==> config.mk <==
export PLATFORM = sky130hd
export DESIGN_NAME = cam_core
export DESIGN_NICKNAME = d
export VERILOG_FILES = /design/src/common/cam_pkg.sv /design/src/common/cam_alu_if.sv /design/src/verilog/cam_alu.sv /design/src/verilog/cam_core.sv
export SDC_FILE = /design/constraint.sdc
export NUM_CORES = 1
export LEC_CHECK = 0
export BUFFER_PORTS_ARGS = -buffer_cell sky130_fd_sc_hd__clkbuf_2
export CAP_MARGIN = 10
export CELL_PAD_IN_SITES_DETAIL_PLACEMENT = 1
export CELL_PAD_IN_SITES_GLOBAL_PLACEMENT = 1
export CORE_MARGIN = 2
export CORE_UTILIZATION = 37
export DETAILED_ROUTE_END_ITERATION = 16
export PLACE_DENSITY_LB_ADDON = 0.15
export SLEW_MARGIN = 10
export SYNTH_ARGS = -nofsm -noshare
export SYNTH_HDL_FRONTEND = slang
export SYNTH_SLANG_ARGS = --single-unit
==> constraint.sdc <==
create_clock -name hclk -period 6.9 [get_ports hclk]
set_clock_uncertainty 0.1 [all_clocks]
set_input_delay 0 -clock hclk [delete_from_list [all_inputs] [get_ports hclk]]
set_output_delay 0 -clock hclk [all_outputs]
set_load 0.01 [all_outputs]
==> src/common/cam_pkg.sv <==
`default_nettype none

package cam_pkg;

  // ==========================================================
  // instruction encodings (10-bit words)
  // ==========================================================
  localparam logic [9:0] CAM_OP_NOP      = 10'h000;
  localparam logic [9:0] CAM_OP_ADD_MEM  = 10'h00a;
  localparam logic [9:0] CAM_OP_ADD_MEMC = 10'h00b;
  localparam logic [9:0] CAM_OP_AND      = 10'h018;
  localparam logic [5:0] CAM_OP_IMM_HI   = 6'h06;
  localparam int         CAM_IMM_MSB     = 3;
  localparam int         CAM_OPHI_LSB    = 4;
  localparam logic [9:0] CAM_OP_CLK_MODE = 10'h002;
  localparam logic [9:0] CAM_OP_RAM_BKUP = 10'h008;
  localparam logic [9:0] CAM_OP_PD_EN    = 10'h05b;
  localparam logic [9:0] CAM_OP_WDT_STOP = 10'h29c;
  localparam logic [9:0] CAM_OP_WDT_RST  = 10'h2a0;
  localparam logic [9:0] CAM_OP_VDROP_EN = 10'h293;

  // ==========================================================
  // register map (byte offsets, low address bits only)
  // ==========================================================
  localparam int         CAM_ADDR_W      = 8;
  localparam logic [7:0] CAM_OFS_ACC     = 8'h00;
  localparam logic [7:0] CAM_OFS_CARRY   = 8'h04;
  localparam logic [7:0] CAM_OFS_DPTR    = 8'h08;
  localparam logic [7:0] CAM_OFS_STATE   = 8'h0c;
  localparam logic [7:0] CAM_OFS_IRQ_ST  = 8'h10;
  localparam logic [7:0] CAM_OFS_IRQ_MSK = 8'h14;

  // state register fields
  localparam int CAM_ST_CLK_MODE  = 0;
  localparam int CAM_ST_RAM_BKUP  = 1;
  localparam int CAM_ST_PD_EN     = 2;
  localparam int CAM_ST_WDT_STOP  = 3;
  localparam int CAM_ST_VDROP     = 4;
  localparam int CAM_ST_WATCHDOG_FLAG_ONE      = 5;
  localparam int CAM_ST_SKIP      = 6;
  localparam int CAM_ST_W         = 7;

  // interrupt fields
  localparam int CAM_IRQ_CLK_MODE = 0;
  localparam int CAM_IRQ_RAM_BKUP = 1;
  localparam int CAM_IRQ_WATCHDOG_FLAG_ONE     = 2;
  localparam int CAM_IRQ_W        = 3;

  // ==========================================================
  // reset values
  // ==========================================================
  localparam logic [3:0]  CAM_RST_ACC   = 4'h0;
  localparam logic        CAM_RST_CARRY = 1'b0;
  localparam logic [2:0]  CAM_RST_MASK  = 3'h0;
  localparam logic [31:0] CAM_RST_RDATA = 32'h0000_0000;

  // ==========================================================
  // types
  // ==========================================================
  typedef enum logic [1:0] {
    CAM_MODE_RUN    = 2'b00,
    CAM_MODE_CLOCK  = 2'b01,
    CAM_MODE_BACKUP = 2'b10
  } cam_mode_t;

  typedef enum logic [1:0] {
    CAM_ALU_ADD_IMM = 2'b00,
    CAM_ALU_ADD_MEM = 2'b01,
    CAM_ALU_ADD_CY  = 2'b11,
    CAM_ALU_AND     = 2'b10
  } cam_alu_op_t;

endpackage : cam_pkg

`default_nettype wire

==> src/common/cam_alu_if.sv <==
`default_nettype none

interface cam_alu_if;
  import cam_pkg::*;
  cam_alu_op_t op;
  logic [3:0]  a;
  logic [3:0]  b;
  logic        cin;
  logic [3:0]  res;
  logic        cout;

  modport core (output op, output a, output b, output cin,
                input res, input cout);
  modport alu  (input op, input a, input b, input cin,
                output res, output cout);
endinterface : cam_alu_if

`default_nettype wire

==> src/verilog/cam_alu.sv <==
`default_nettype none

module cam_alu
  import cam_pkg::*;
(
  cam_alu_if.alu bus
);

  logic [4:0] sum;

  // ==========================================================
  // nibble arithmetic
  // ==========================================================
  always_comb begin
    sum = 5'h00;
    case (bus.op)
      CAM_ALU_ADD_IMM,
      CAM_ALU_ADD_MEM: begin
        sum = {1'b0, bus.a} + {1'b0, bus.b};
      end
      CAM_ALU_ADD_CY: begin
        sum = {1'b0, bus.a} + {1'b0, bus.b} + {4'h0, bus.cin};
      end
      CAM_ALU_AND: begin
        sum = {1'b0, bus.a & bus.b};
      end
      default: begin
        sum = 5'h00;
      end
    endcase
  end

  assign bus.res  = sum[3:0];
  assign bus.cout = sum[4];

endmodule : cam_alu

`default_nettype wire

==> src/verilog/cam_core.sv <==
// The AHB-Lite interface to the registers and the placing of the registers were chosen for this implementation.
`default_nettype none

module cam_core
  import cam_pkg::*;
#(
  parameter int unsigned DPTR_W    = 9,
  parameter bit          H_VERSION = 1'b1
)(
  input  wire  logic              hclk,
  input  wire  logic              hresetn,
  input  wire  logic              hsel,
  input  wire  logic [31:0]       haddr,
  input  wire  logic [1:0]        htrans,
  input  wire  logic              hwrite,
  input  wire  logic [2:0]        hsize,
  input  wire  logic [31:0]       hwdata,
  input  wire  logic              hready,
  output var   logic              hreadyout,
  output var   logic              hresp,
  output var   logic [31:0]       hrdata,
  input  wire  logic              instr_valid,
  input  wire  logic [9:0]        instr_word,
  output var   logic              instr_ready,
  input  wire  logic [3:0]        mem_rdata,
  output var   logic [DPTR_W-1:0] data_pointer,
  input  wire  logic              wdt_flag_set,
  input  wire  logic              wakeup,
  output var   logic              clock_mode,
  output var   logic              ram_backup,
  output var   logic              wdt_stop_en,
  output var   logic              vdrop_en,
  output var   logic              skip_active,
  output var   logic              irq
);

  // ==========================================================
  // parameter checks
  // ==========================================================
  if (DPTR_W < 1 || DPTR_W > 16) begin : g_bad_dptr
    $error("cam_core: DPTR_W must be 1 to 16");
  end

  // ==========================================================
  // functions
  // ==========================================================
  // hardware set wins over a software clear in the same cycle
  function automatic logic [CAM_IRQ_W-1:0] sticky(
    input logic [CAM_IRQ_W-1:0] cur,
    input logic [CAM_IRQ_W-1:0] set,
    input logic [CAM_IRQ_W-1:0] clr
  );
    return set | (cur & ~clr);
  endfunction : sticky

  function automatic logic op_is(
    input logic [9:0] w,
    input logic [9:0] code
  );
    return w == code;
  endfunction : op_is

  // ==========================================================
  // state
  // ==========================================================
  cam_mode_t             mode_r;
  cam_mode_t             mode_nxt;
  logic [3:0]            acc_r;
  logic [3:0]            acc_nxt;
  logic                  carry_flag_r;
  logic                  carry_flag_nxt;
  logic [DPTR_W-1:0]     dptr_r;
  logic [DPTR_W-1:0]     dptr_nxt;
  logic                  skip_r;
  logic                  skip_nxt;
  logic                  pd_en_r;
  logic                  pd_en_nxt;
  logic                  wdt_stop_r;
  logic                  wdt_stop_nxt;
  logic                  vdrop_r;
  logic                  vdrop_nxt;
  logic                  watchdog_flag_one_r;
  logic                  watchdog_flag_one_nxt;
  logic [CAM_IRQ_W-1:0]  irq_st_r;
  logic [CAM_IRQ_W-1:0]  irq_st_nxt;
  logic [CAM_IRQ_W-1:0]  irq_msk_r;
  logic [CAM_IRQ_W-1:0]  irq_msk_nxt;
  logic                  instr_ready_r;
  logic                  irq_r;

  // bus slave state
  logic                  wr_pend_r;
  logic                  rd_pend_r;
  logic [CAM_ADDR_W-1:0] addr_q_r;
  logic                  hreadyout_r;
  logic [31:0]           hrdata_r;
  logic                  hresp_r;

  cam_alu_if alu_bus ();

  cam_alu u_alu (
    .bus (alu_bus)
  );

  // ==========================================================
  // bus decode
  // ==========================================================
  // hsize is accepted but every access is treated as a word
  wire logic addr_phase = hsel & htrans[1] & hready;
  wire logic bus_wr_acc = wr_pend_r & (addr_q_r == CAM_OFS_ACC);
  wire logic bus_wr_cy  = wr_pend_r & (addr_q_r == CAM_OFS_CARRY);
  wire logic bus_wr_dp  = wr_pend_r & (addr_q_r == CAM_OFS_DPTR);
  wire logic bus_wr_st  = wr_pend_r & (addr_q_r == CAM_OFS_STATE);
  wire logic bus_wr_ist = wr_pend_r & (addr_q_r == CAM_OFS_IRQ_ST);
  wire logic bus_wr_msk = wr_pend_r & (addr_q_r == CAM_OFS_IRQ_MSK);

  wire logic [CAM_ST_W-1:0] state_word = {
    skip_r,
    watchdog_flag_one_r,
    vdrop_r,
    wdt_stop_r,
    pd_en_r,
    mode_r == CAM_MODE_BACKUP,
    mode_r == CAM_MODE_CLOCK
  };

  logic [31:0] rd_mux;
  always_comb begin
    rd_mux = 32'h0000_0000;
    case (addr_q_r)
      CAM_OFS_ACC: begin
        rd_mux = {28'h000_0000, acc_r};
      end
      CAM_OFS_CARRY: begin
        rd_mux = {31'h0000_0000, carry_flag_r};
      end
      CAM_OFS_DPTR: begin
        rd_mux = 32'(dptr_r);
      end
      CAM_OFS_STATE: begin
        rd_mux = 32'(state_word);
      end
      CAM_OFS_IRQ_ST: begin
        rd_mux = 32'(irq_st_r);
      end
      CAM_OFS_IRQ_MSK: begin
        rd_mux = 32'(irq_msk_r);
      end
      default: begin
        rd_mux = 32'h0000_0000;
      end
    endcase
  end

  // ==========================================================
  // instruction decode
  // ==========================================================
  wire logic exec = instr_valid & instr_ready_r;
  wire logic run  = exec & ~skip_r;

  wire logic op_imm  = run &
    (instr_word[9:CAM_OPHI_LSB] == CAM_OP_IMM_HI);
  wire logic op_am   = run & op_is(instr_word, CAM_OP_ADD_MEM);
  wire logic op_amc  = run & op_is(instr_word, CAM_OP_ADD_MEMC);
  wire logic op_and  = run & op_is(instr_word, CAM_OP_AND);
  wire logic op_pof  = run & op_is(instr_word, CAM_OP_CLK_MODE);
  wire logic op_ram_backup_entry_op = run & op_is(instr_word, CAM_OP_RAM_BKUP);
  wire logic op_powerdown_enable_op = run & op_is(instr_word, CAM_OP_PD_EN);
  wire logic op_watchdog_stop_enable_op = run & op_is(instr_word, CAM_OP_WDT_STOP);
  wire logic op_watchdog_restart_op = run & op_is(instr_word, CAM_OP_WDT_RST);
  wire logic op_vdrop_detect_enable_op = run & op_is(instr_word, CAM_OP_VDROP_EN);

  wire logic arith   = op_imm | op_am | op_amc | op_and;

  // ==========================================================
  // arithmetic
  // ==========================================================
  assign alu_bus.op  = op_imm ? CAM_ALU_ADD_IMM :
                       op_amc ? CAM_ALU_ADD_CY  :
                       op_and ? CAM_ALU_AND     : CAM_ALU_ADD_MEM;
  assign alu_bus.a   = acc_r;
  assign alu_bus.b   = op_imm ? instr_word[CAM_IMM_MSB:0] : mem_rdata;
  assign alu_bus.cin = carry_flag_r;

  assign acc_nxt = arith      ? alu_bus.res :
                   bus_wr_acc ? hwdata[3:0] : acc_r;

  assign carry_flag_nxt = op_amc    ? alu_bus.cout :
                          bus_wr_cy ? hwdata[0]    : carry_flag_r;

  assign dptr_nxt = bus_wr_dp ? hwdata[DPTR_W-1:0] : dptr_r;

  // ==========================================================
  // skip control
  // ==========================================================
  // skip when an immediate add has no overflow, or a restart finds the watchdog flag set
  assign skip_nxt = exec ? ((op_imm & ~alu_bus.cout) |
                            (op_watchdog_restart_op & watchdog_flag_one_r))
                         : skip_r;

  // ==========================================================
  // power-down control
  // ==========================================================
  // enable only reaches the next executed word
  assign pd_en_nxt = op_powerdown_enable_op ? 1'b1 : (run ? 1'b0 : pd_en_r);

  wire logic pd_clk = op_pof  & pd_en_r;
  wire logic pd_bku = op_ram_backup_entry_op & pd_en_r;
  wire logic wake   = wakeup | (bus_wr_st & hwdata[CAM_ST_CLK_MODE]);

  always_comb begin
    mode_nxt = mode_r;
    case (mode_r)
      CAM_MODE_RUN: begin
        if (pd_clk) begin
          mode_nxt = CAM_MODE_CLOCK;
        end else if (pd_bku) begin
          mode_nxt = CAM_MODE_BACKUP;
        end
      end
      CAM_MODE_CLOCK,
      CAM_MODE_BACKUP: begin
        if (wake) begin
          mode_nxt = CAM_MODE_RUN;
        end
      end
      default: begin
        mode_nxt = CAM_MODE_RUN;
      end
    endcase
  end

  // ==========================================================
  // watchdog and detector enables
  // ==========================================================
  // stop enable only, flag untouched
  assign wdt_stop_nxt = wdt_stop_r | op_watchdog_stop_enable_op;

  // restart clears flag, timer set wins
  assign watchdog_flag_one_nxt = wdt_flag_set |
                                 (watchdog_flag_one_r & ~op_watchdog_restart_op);

  assign vdrop_nxt = vdrop_r | (op_vdrop_detect_enable_op & H_VERSION);

  // ==========================================================
  // interrupts
  // ==========================================================
  wire logic [CAM_IRQ_W-1:0] irq_ev = {wdt_flag_set, pd_bku, pd_clk};
  wire logic [CAM_IRQ_W-1:0] irq_clr =
    bus_wr_ist ? hwdata[CAM_IRQ_W-1:0] : '0;

  assign irq_st_nxt  = sticky(irq_st_r, irq_ev, irq_clr);
  assign irq_msk_nxt = bus_wr_msk ? hwdata[CAM_IRQ_W-1:0] : irq_msk_r;

  // ==========================================================
  // registers
  // ==========================================================
  always_ff @(posedge hclk or negedge hresetn) begin
    if (!hresetn) begin
      mode_r              <= CAM_MODE_RUN;
      acc_r               <= CAM_RST_ACC;
      carry_flag_r        <= CAM_RST_CARRY;
      dptr_r              <= '0;
      skip_r              <= 1'b0;
      pd_en_r             <= 1'b0;
      wdt_stop_r          <= 1'b0;
      vdrop_r             <= 1'b0;
      watchdog_flag_one_r <= 1'b0;
    end else begin
      mode_r              <= mode_nxt;
      acc_r               <= acc_nxt;
      carry_flag_r        <= carry_flag_nxt;
      dptr_r              <= dptr_nxt;
      skip_r              <= skip_nxt;
      pd_en_r             <= pd_en_nxt;
      wdt_stop_r          <= wdt_stop_nxt;
      vdrop_r             <= vdrop_nxt;
      watchdog_flag_one_r <= watchdog_flag_one_nxt;
    end
  end

  // cpu halts from the cycle after a mode entry until wake, no word is lost
  always_ff @(posedge hclk or negedge hresetn) begin
    if (!hresetn) begin
      irq_st_r      <= '0;
      irq_msk_r     <= CAM_RST_MASK;
      instr_ready_r <= 1'b0;
      irq_r         <= 1'b0;
    end else begin
      irq_st_r      <= irq_st_nxt;
      irq_msk_r     <= irq_msk_nxt;
      instr_ready_r <= (mode_nxt == CAM_MODE_RUN);
      irq_r         <= |(irq_st_nxt & irq_msk_nxt);
    end
  end

  // ==========================================================
  // bus slave
  // ==========================================================
  // reads take one wait state so the word reflects this cycle
  always_ff @(posedge hclk or negedge hresetn) begin
    if (!hresetn) begin
      wr_pend_r   <= 1'b0;
      rd_pend_r   <= 1'b0;
      addr_q_r    <= '0;
      hreadyout_r <= 1'b1;
      hrdata_r    <= CAM_RST_RDATA;
      hresp_r     <= 1'b0;
    end else begin
      wr_pend_r   <= addr_phase & hwrite;
      rd_pend_r   <= addr_phase & ~hwrite;
      hreadyout_r <= ~(addr_phase & ~hwrite);
      hresp_r     <= 1'b0;
      if (addr_phase) begin
        addr_q_r <= haddr[CAM_ADDR_W-1:0];
      end
      if (rd_pend_r) begin
        hrdata_r <= rd_mux;
      end
    end
  end

  // ==========================================================
  // outputs
  // ==========================================================
  assign hreadyout    = hreadyout_r;
  assign hresp        = hresp_r;
  assign hrdata       = hrdata_r;
  assign instr_ready  = instr_ready_r;
  assign data_pointer = dptr_r;
  // one-hot mode bits, so both come straight from the mode flop
  assign clock_mode   = mode_r[0];
  assign ram_backup   = mode_r[1];
  assign wdt_stop_en  = wdt_stop_r;
  assign vdrop_en     = vdrop_r;
  assign skip_active  = skip_r;
  assign irq          = irq_r;

endmodule : cam_core

`default_nettype wire

# == Yosys cells after proc, flatten, opt, wreduce, memory -nomap -nowiden ==
# Index checks and enable logic that the tools add are counted.
# W data, S select, Z words.
# totals
register_bits,72
in_bits,91
out_inout_bits,50
# op_classes
addsub,2
eq_ne,20
n_mux,18
bitwise_logic,46
n_reduce_logical,10
# op_table
operator,n
$pmux W9 S6,1
$eq A10 B10 Y1 const B,3
$eq A10 B4 Y1 const B,3
$and A1 B1 Y1,28
$eq A8 B4 Y1 const B,2
$eq A8 B5 Y1 const B,2
$pmux W5 S3,1
$mux W2,6
$mux W4,3
$eq A10 B2 Y1 const B,1
$eq A10 B5 Y1 const B,1
$eq A10 B7 Y1 const B,1
$eq A8 B3 Y1 const B,1
$logic_not A8 Y1,1
$or A1 B1 Y1,8
$and A3 B3 Y3,2
$eq A2 B2 Y1 const B,3
$eq A6 B3 Y1 const B,1
$logic_not A2 Y1,3
$mux W3,2
$reduce_bool A2 Y1,3
$add A4 B4 Y5,1
$add A5 B1 Y5,1
$not A1 Y1,5
other kinds (8),13

# == Depth between registers and ports, before layout ==
# depth
ltp_word,12
ltp_mapped,13

# == Modules after synthesis ==
# A second synthesis with hierarchy kept.
# unflattened
cells_unflattened,295
area_unflattened_um2,3046.7
# modules_own_cells
mod,n_inst,cells_per_inst,area_per_inst_um2,seq_area_each_um2
cam_core,1,253,2732.6,1227.4
cam_alu,1,42,314.1,0.0

# == Worst setup path before layout ==
# OpenSTA, ideal clock, no wires.
# synth_path
path_type,reg-to-reg
startpoint,reg skip_r (netlist: skip_active)
endpoint,reg acc_r[2]
setup_ns,0.121
arrival_ns,3.037
required_ns,6.679
slack_ns,3.642
stages_incl_launch_ff,13
period_less_slack_ns,3.258
cell_sequence,dfrtp_1 nand4bb_1 nor3_2 mux2_2 ha_1 inv_1 fa_1 inv_1 ha_1 nand2_1 o32ai_1 a21oi_1 a22o_1
# synth_between
elab_chain_cells,10
word_cells_on_any_way,24
classes_between,add/sub: 2; eq/ne: 3; mux: 6; bitwise: 10; reduce/logical: 3
# synth_lines
element,line_no,text
start: declaration,cam_core.sv:74,logic skip_r;
start signal: assignment,cam_core.sv:274,skip_r <= skip_nxt;
$not A1 Y1 *,cam_core.sv:159,wire logic run = exec & ~skip_r;
$and A1 B1 Y1 *,cam_core.sv:159,
branches (longest 8 deep; another with $add A4 B4 Y5),--,
end signal: assignment,cam_core.sv:271,acc_r <= acc_nxt;
end: declaration,cam_core.sv:68,logic [3:0] acc_r;
# Every way passes the cells marked *.
# A chain may end at the register's enable or synchronous reset.

# == Final worst setup path ==
# Same ends and word-level chain as after synthesis.

==> qor.json <==
{
  "synth": {
    "synth_area_per_cell_sq_um": 10.4,
    "async_flop_share": 1.00,
    "synth_register_bits": 49,
    "synth_sequential_area_ratio": 0.412,
    "postSynth.topFlopCell": "dfrtp_1",
    "synth_cell_type_count": 63,
    "syn_inst": 287,
    "synth.yosys.warnings": 0,
    "syn_area_sq_mm": 0.00298,
    "number_of_enable_flip_flop_cells_after_synthesis": 0
  },
  "sta": {
    "maxClockFrequency_mhz": 275,
    "post-route-period-util": 0.527,
    "max_slew_violation_count": 0,
    "final_hold_fails": 0,
    "rsz0062_at_grt": "no",
    "setup-violations-final": 0,
    "period_minus_slack_ps": 3640,
    "worst_slew_pin_slew_ps": 637,
    "slew-limit-headroom": 0.572,
    "timing.setup.tns_ps": 0
  },
  "placed_design": {
    "gp_congestion": 0.825,
    "dpl-instance-area_sq_mm": 0.00333,
    "io_buffer_count": 65,
    "dp_hpwl_um": 6080
  },
  "hold_path": {
    "hold_path.class": "in -> reg"
  },
  "global_route": {
    "globalRouteTotalUtil": 0.181,
    "grt_antenna_before_repair": 0,
    "grt-busiest-layer": "met2",
    "pin_count_of_the_biggest_net_entering_global_routing": 50,
    "first_global_vias": 2488,
    "grt.met3_usage": 0.0273,
    "grt.met1_usage": 0.250,
    "global_route.overflow_total": 0,
    "gr_util_met2": 0.299,
    "global_route_wire_length_before_repair_um": 12500
  },
  "drt": {
    "number_of_antenna_violating_nets_in_the_routed_design": 0,
    "wl_per_cell_um": 16.1,
    "totalWireLength_um": 7760,
    "remaining_drc_errors": 0,
    "initialDrtViolationCount": 103,
    "detail_route.first_pass.iterations": 4,
    "detailroute.via_count": 2484,
    "vias_per_cell": 5.16
  },
  "floorplan": {
    "die_w_um": 93.7,
    "floorplan.die_area_sq_mm": 0.00879,
    "row_count": 32,
    "floorplan.io_pins": 141,
    "floorplan.core_area_sq_mm": 0.00777,
    "initial_utilization": 0.384,
    "die_height_um": 93.7
  },
  "critical_path": {
    "critPathMaxFanout": 7,
    "critPathKind": "reg -> reg",
    "critPathCaptureType": "register",
    "cp.arrival_ps": 3740,
    "timing.critical_path.required_ps": 7000,
    "critPathLaunchType": "register",
    "r2r_setup_slack_ps": 3260
  },
  "clocking": {
    "clkLatencyLatePin_ps": 300,
    "cts_setup_buffers": 0,
    "cts-buffers-inserted": 5,
    "post_cts_resized": 0,
    "cts_tree": "yes",
    "clock_transition_at_path_regs_ps": 90,
    "clk_path_buf_depth": 2,
    "clock_tree.htree_level_count": 2,
    "clk_root_buffer_cell": "clkbuf_8",
    "clock_sink_count": 49
  },
  "power_and_ir_drop": {
    "power_leakage_nw": 1.68,
    "vdd.ir_drop.worst_v": 0.0000839,
    "pwr_density_cell_mw_per_mm2": 187
  },
  "layout": {
    "sequential_cell_area_sq_mm": 0.00123,
    "final_cell_utilization_of_the_core": 0.469,
    "stdcell_area_sq_mm": 0.00364,
    "final_layout_size_suffix_gt1_frac": 0.290,
    "area.growth.synth_to_final_pct": 22.2,
    "multiInputGateArea_sq_mm": 0.00156,
    "antenna-diode-count": 0,
    "most_common_cell_after_layout_fill_and_taps_aside": "clkbuf_2",
    "commonest_cells_after_routing_fill_and_taps_aside": "65 x clkbuf_2, 48 x dfrtp_1, 24 x mux2_2, 24 x conb_1, 23 x dlygate4sd3_1",
    "fillerInstances": 911,
    "finish.net_count": 481
  },
  "run_status": {
    "run_status": "completed"
  },
  "job": {
    "number_of_maximum_capacitance_violations": 0
  }
}
[cell type report]
class	instances	area share
Clock inverter	2	0.00275
Tap cell	102	0.0351
Sequential cell	49	0.337
Inverter	22	0.0227
Multi-Input combinational cell	211	0.428
Timing Repair Buffer	89	0.155
Clock buffer	6	0.0199
[sequential cells by signal, summed over array words and instances (netlist names), 2 cells and up]
signal and flops:
data_pointer 9, hrdata 9, addr_q_r 8, acc_r 4
irq_msk_r 3, irq_st_r 3, mode_r 2
[metal layers]
layer | up-vias | wire [um]
met1 | 1235 | 3590
met2 | 62 | 3720
met5 | - | 0
li1 | 1176 | -
met4 | 0 | 143
met3 | 11 | 296
[synth_stat cells, types with 3 or more instances]
cell type,number,share of area
ha_1,11,0.046
buf_2,3,0.0050
nand4_1,6,0.013
nand2b_1,5,0.010
mux2_1,6,0.023
a21oi_1,10,0.017
mux2_2,24,0.091
o41ai_1,3,0.0088
dfrtp_1,48,0.40
o21ai_0,10,0.017
nand4b_1,3,0.0088
a221oi_1,3,0.0088
nand2_1,17,0.021
nor2_1,14,0.018
buf_4,24,0.060
nor3_1,4,0.0067
a22oi_1,6,0.015
nor2b_1,5,0.010
inv_1,22,0.028
a32o_1,3,0.010
o22ai_1,4,0.0084
nand3_1,3,0.0050
[worst paths after layout]
check | start | end | cells after the start
worst max-delay path | skip_active$_DFFE_PN0N_ | acc_r[2]$_DFFE_PN0P_ | 12
worst min-delay path | instr_word[3] | vdrop_en$_DFF_PN0_ | 3
worst max register to register | skip_active$_DFFE_PN0N_ | acc_r[2]$_DFFE_PN0P_ | 12
worst min register to register | vdrop_en$_DFF_PN0_ | vdrop_en$_DFF_PN0_ | 1
max in group asynchronous | hresetn | irq_msk_r[1]$_DFF_PN0_ | 3
min in group asynchronous | hresetn | pd_en_r$_DFFE_PN0P_ | 3
[stage by stage]
stage / power, mW / setup slack (ps) / hold slack [ps] / cells
after floorplan: 0.463 / 3640 / -396 / 310
after global placement: 0.508 / 3270 / 45.5 / 450
after detailed placement: 0.514 / 3240 / 52.3 / 450
after CTS: 0.689 / 3230 / 35.6 / 481
after global routing: 0.726 / 2990 / 66.2 / 481
final: 0.682 / 3260 / 44.8 / 481
[cell families after synthesis]
group / Yosys count / synth area share
compound gates: 60 / 0.140
fa+ha+maj: 12 / 0.0529
buf+inv: 50 / 0.0945
other cells: 1 / 0.00126
simple gates: 80 / 0.165
flops: 49 / 0.412
mux: 33 / 0.128
xor+xnor: 2 / 0.00588
[timing repair]
action,CTS,global route
hold buffers,23,0
endpoints found under the hold margin,78,0
setup endpoints to repair,0,0
[critical path, cell delays in order, from the launching register on]
cell,delay [ps]
dfrtp_1,440
nand4bb_1,460
nor3_2,500
mux2_2,410
ha_1,200
inv_1,90
fa_1,400
inv_1,100
ha_1,170
nand2_1,70
o32ai_1,230
a21oi_1,110
a22o_1,240
[power breakdown]
group	internal, mW	switching [mW]	leakage [nW]	total [mW]
sequential	0.310	0.0298	0.607	0.340
combinational	0.0848	0.0909	1.03	0.176
clock	0.0705	0.0959	0.0450	0.166
total	0.465	0.217	1.68	0.682
Power figures use the tool's default switching activity.
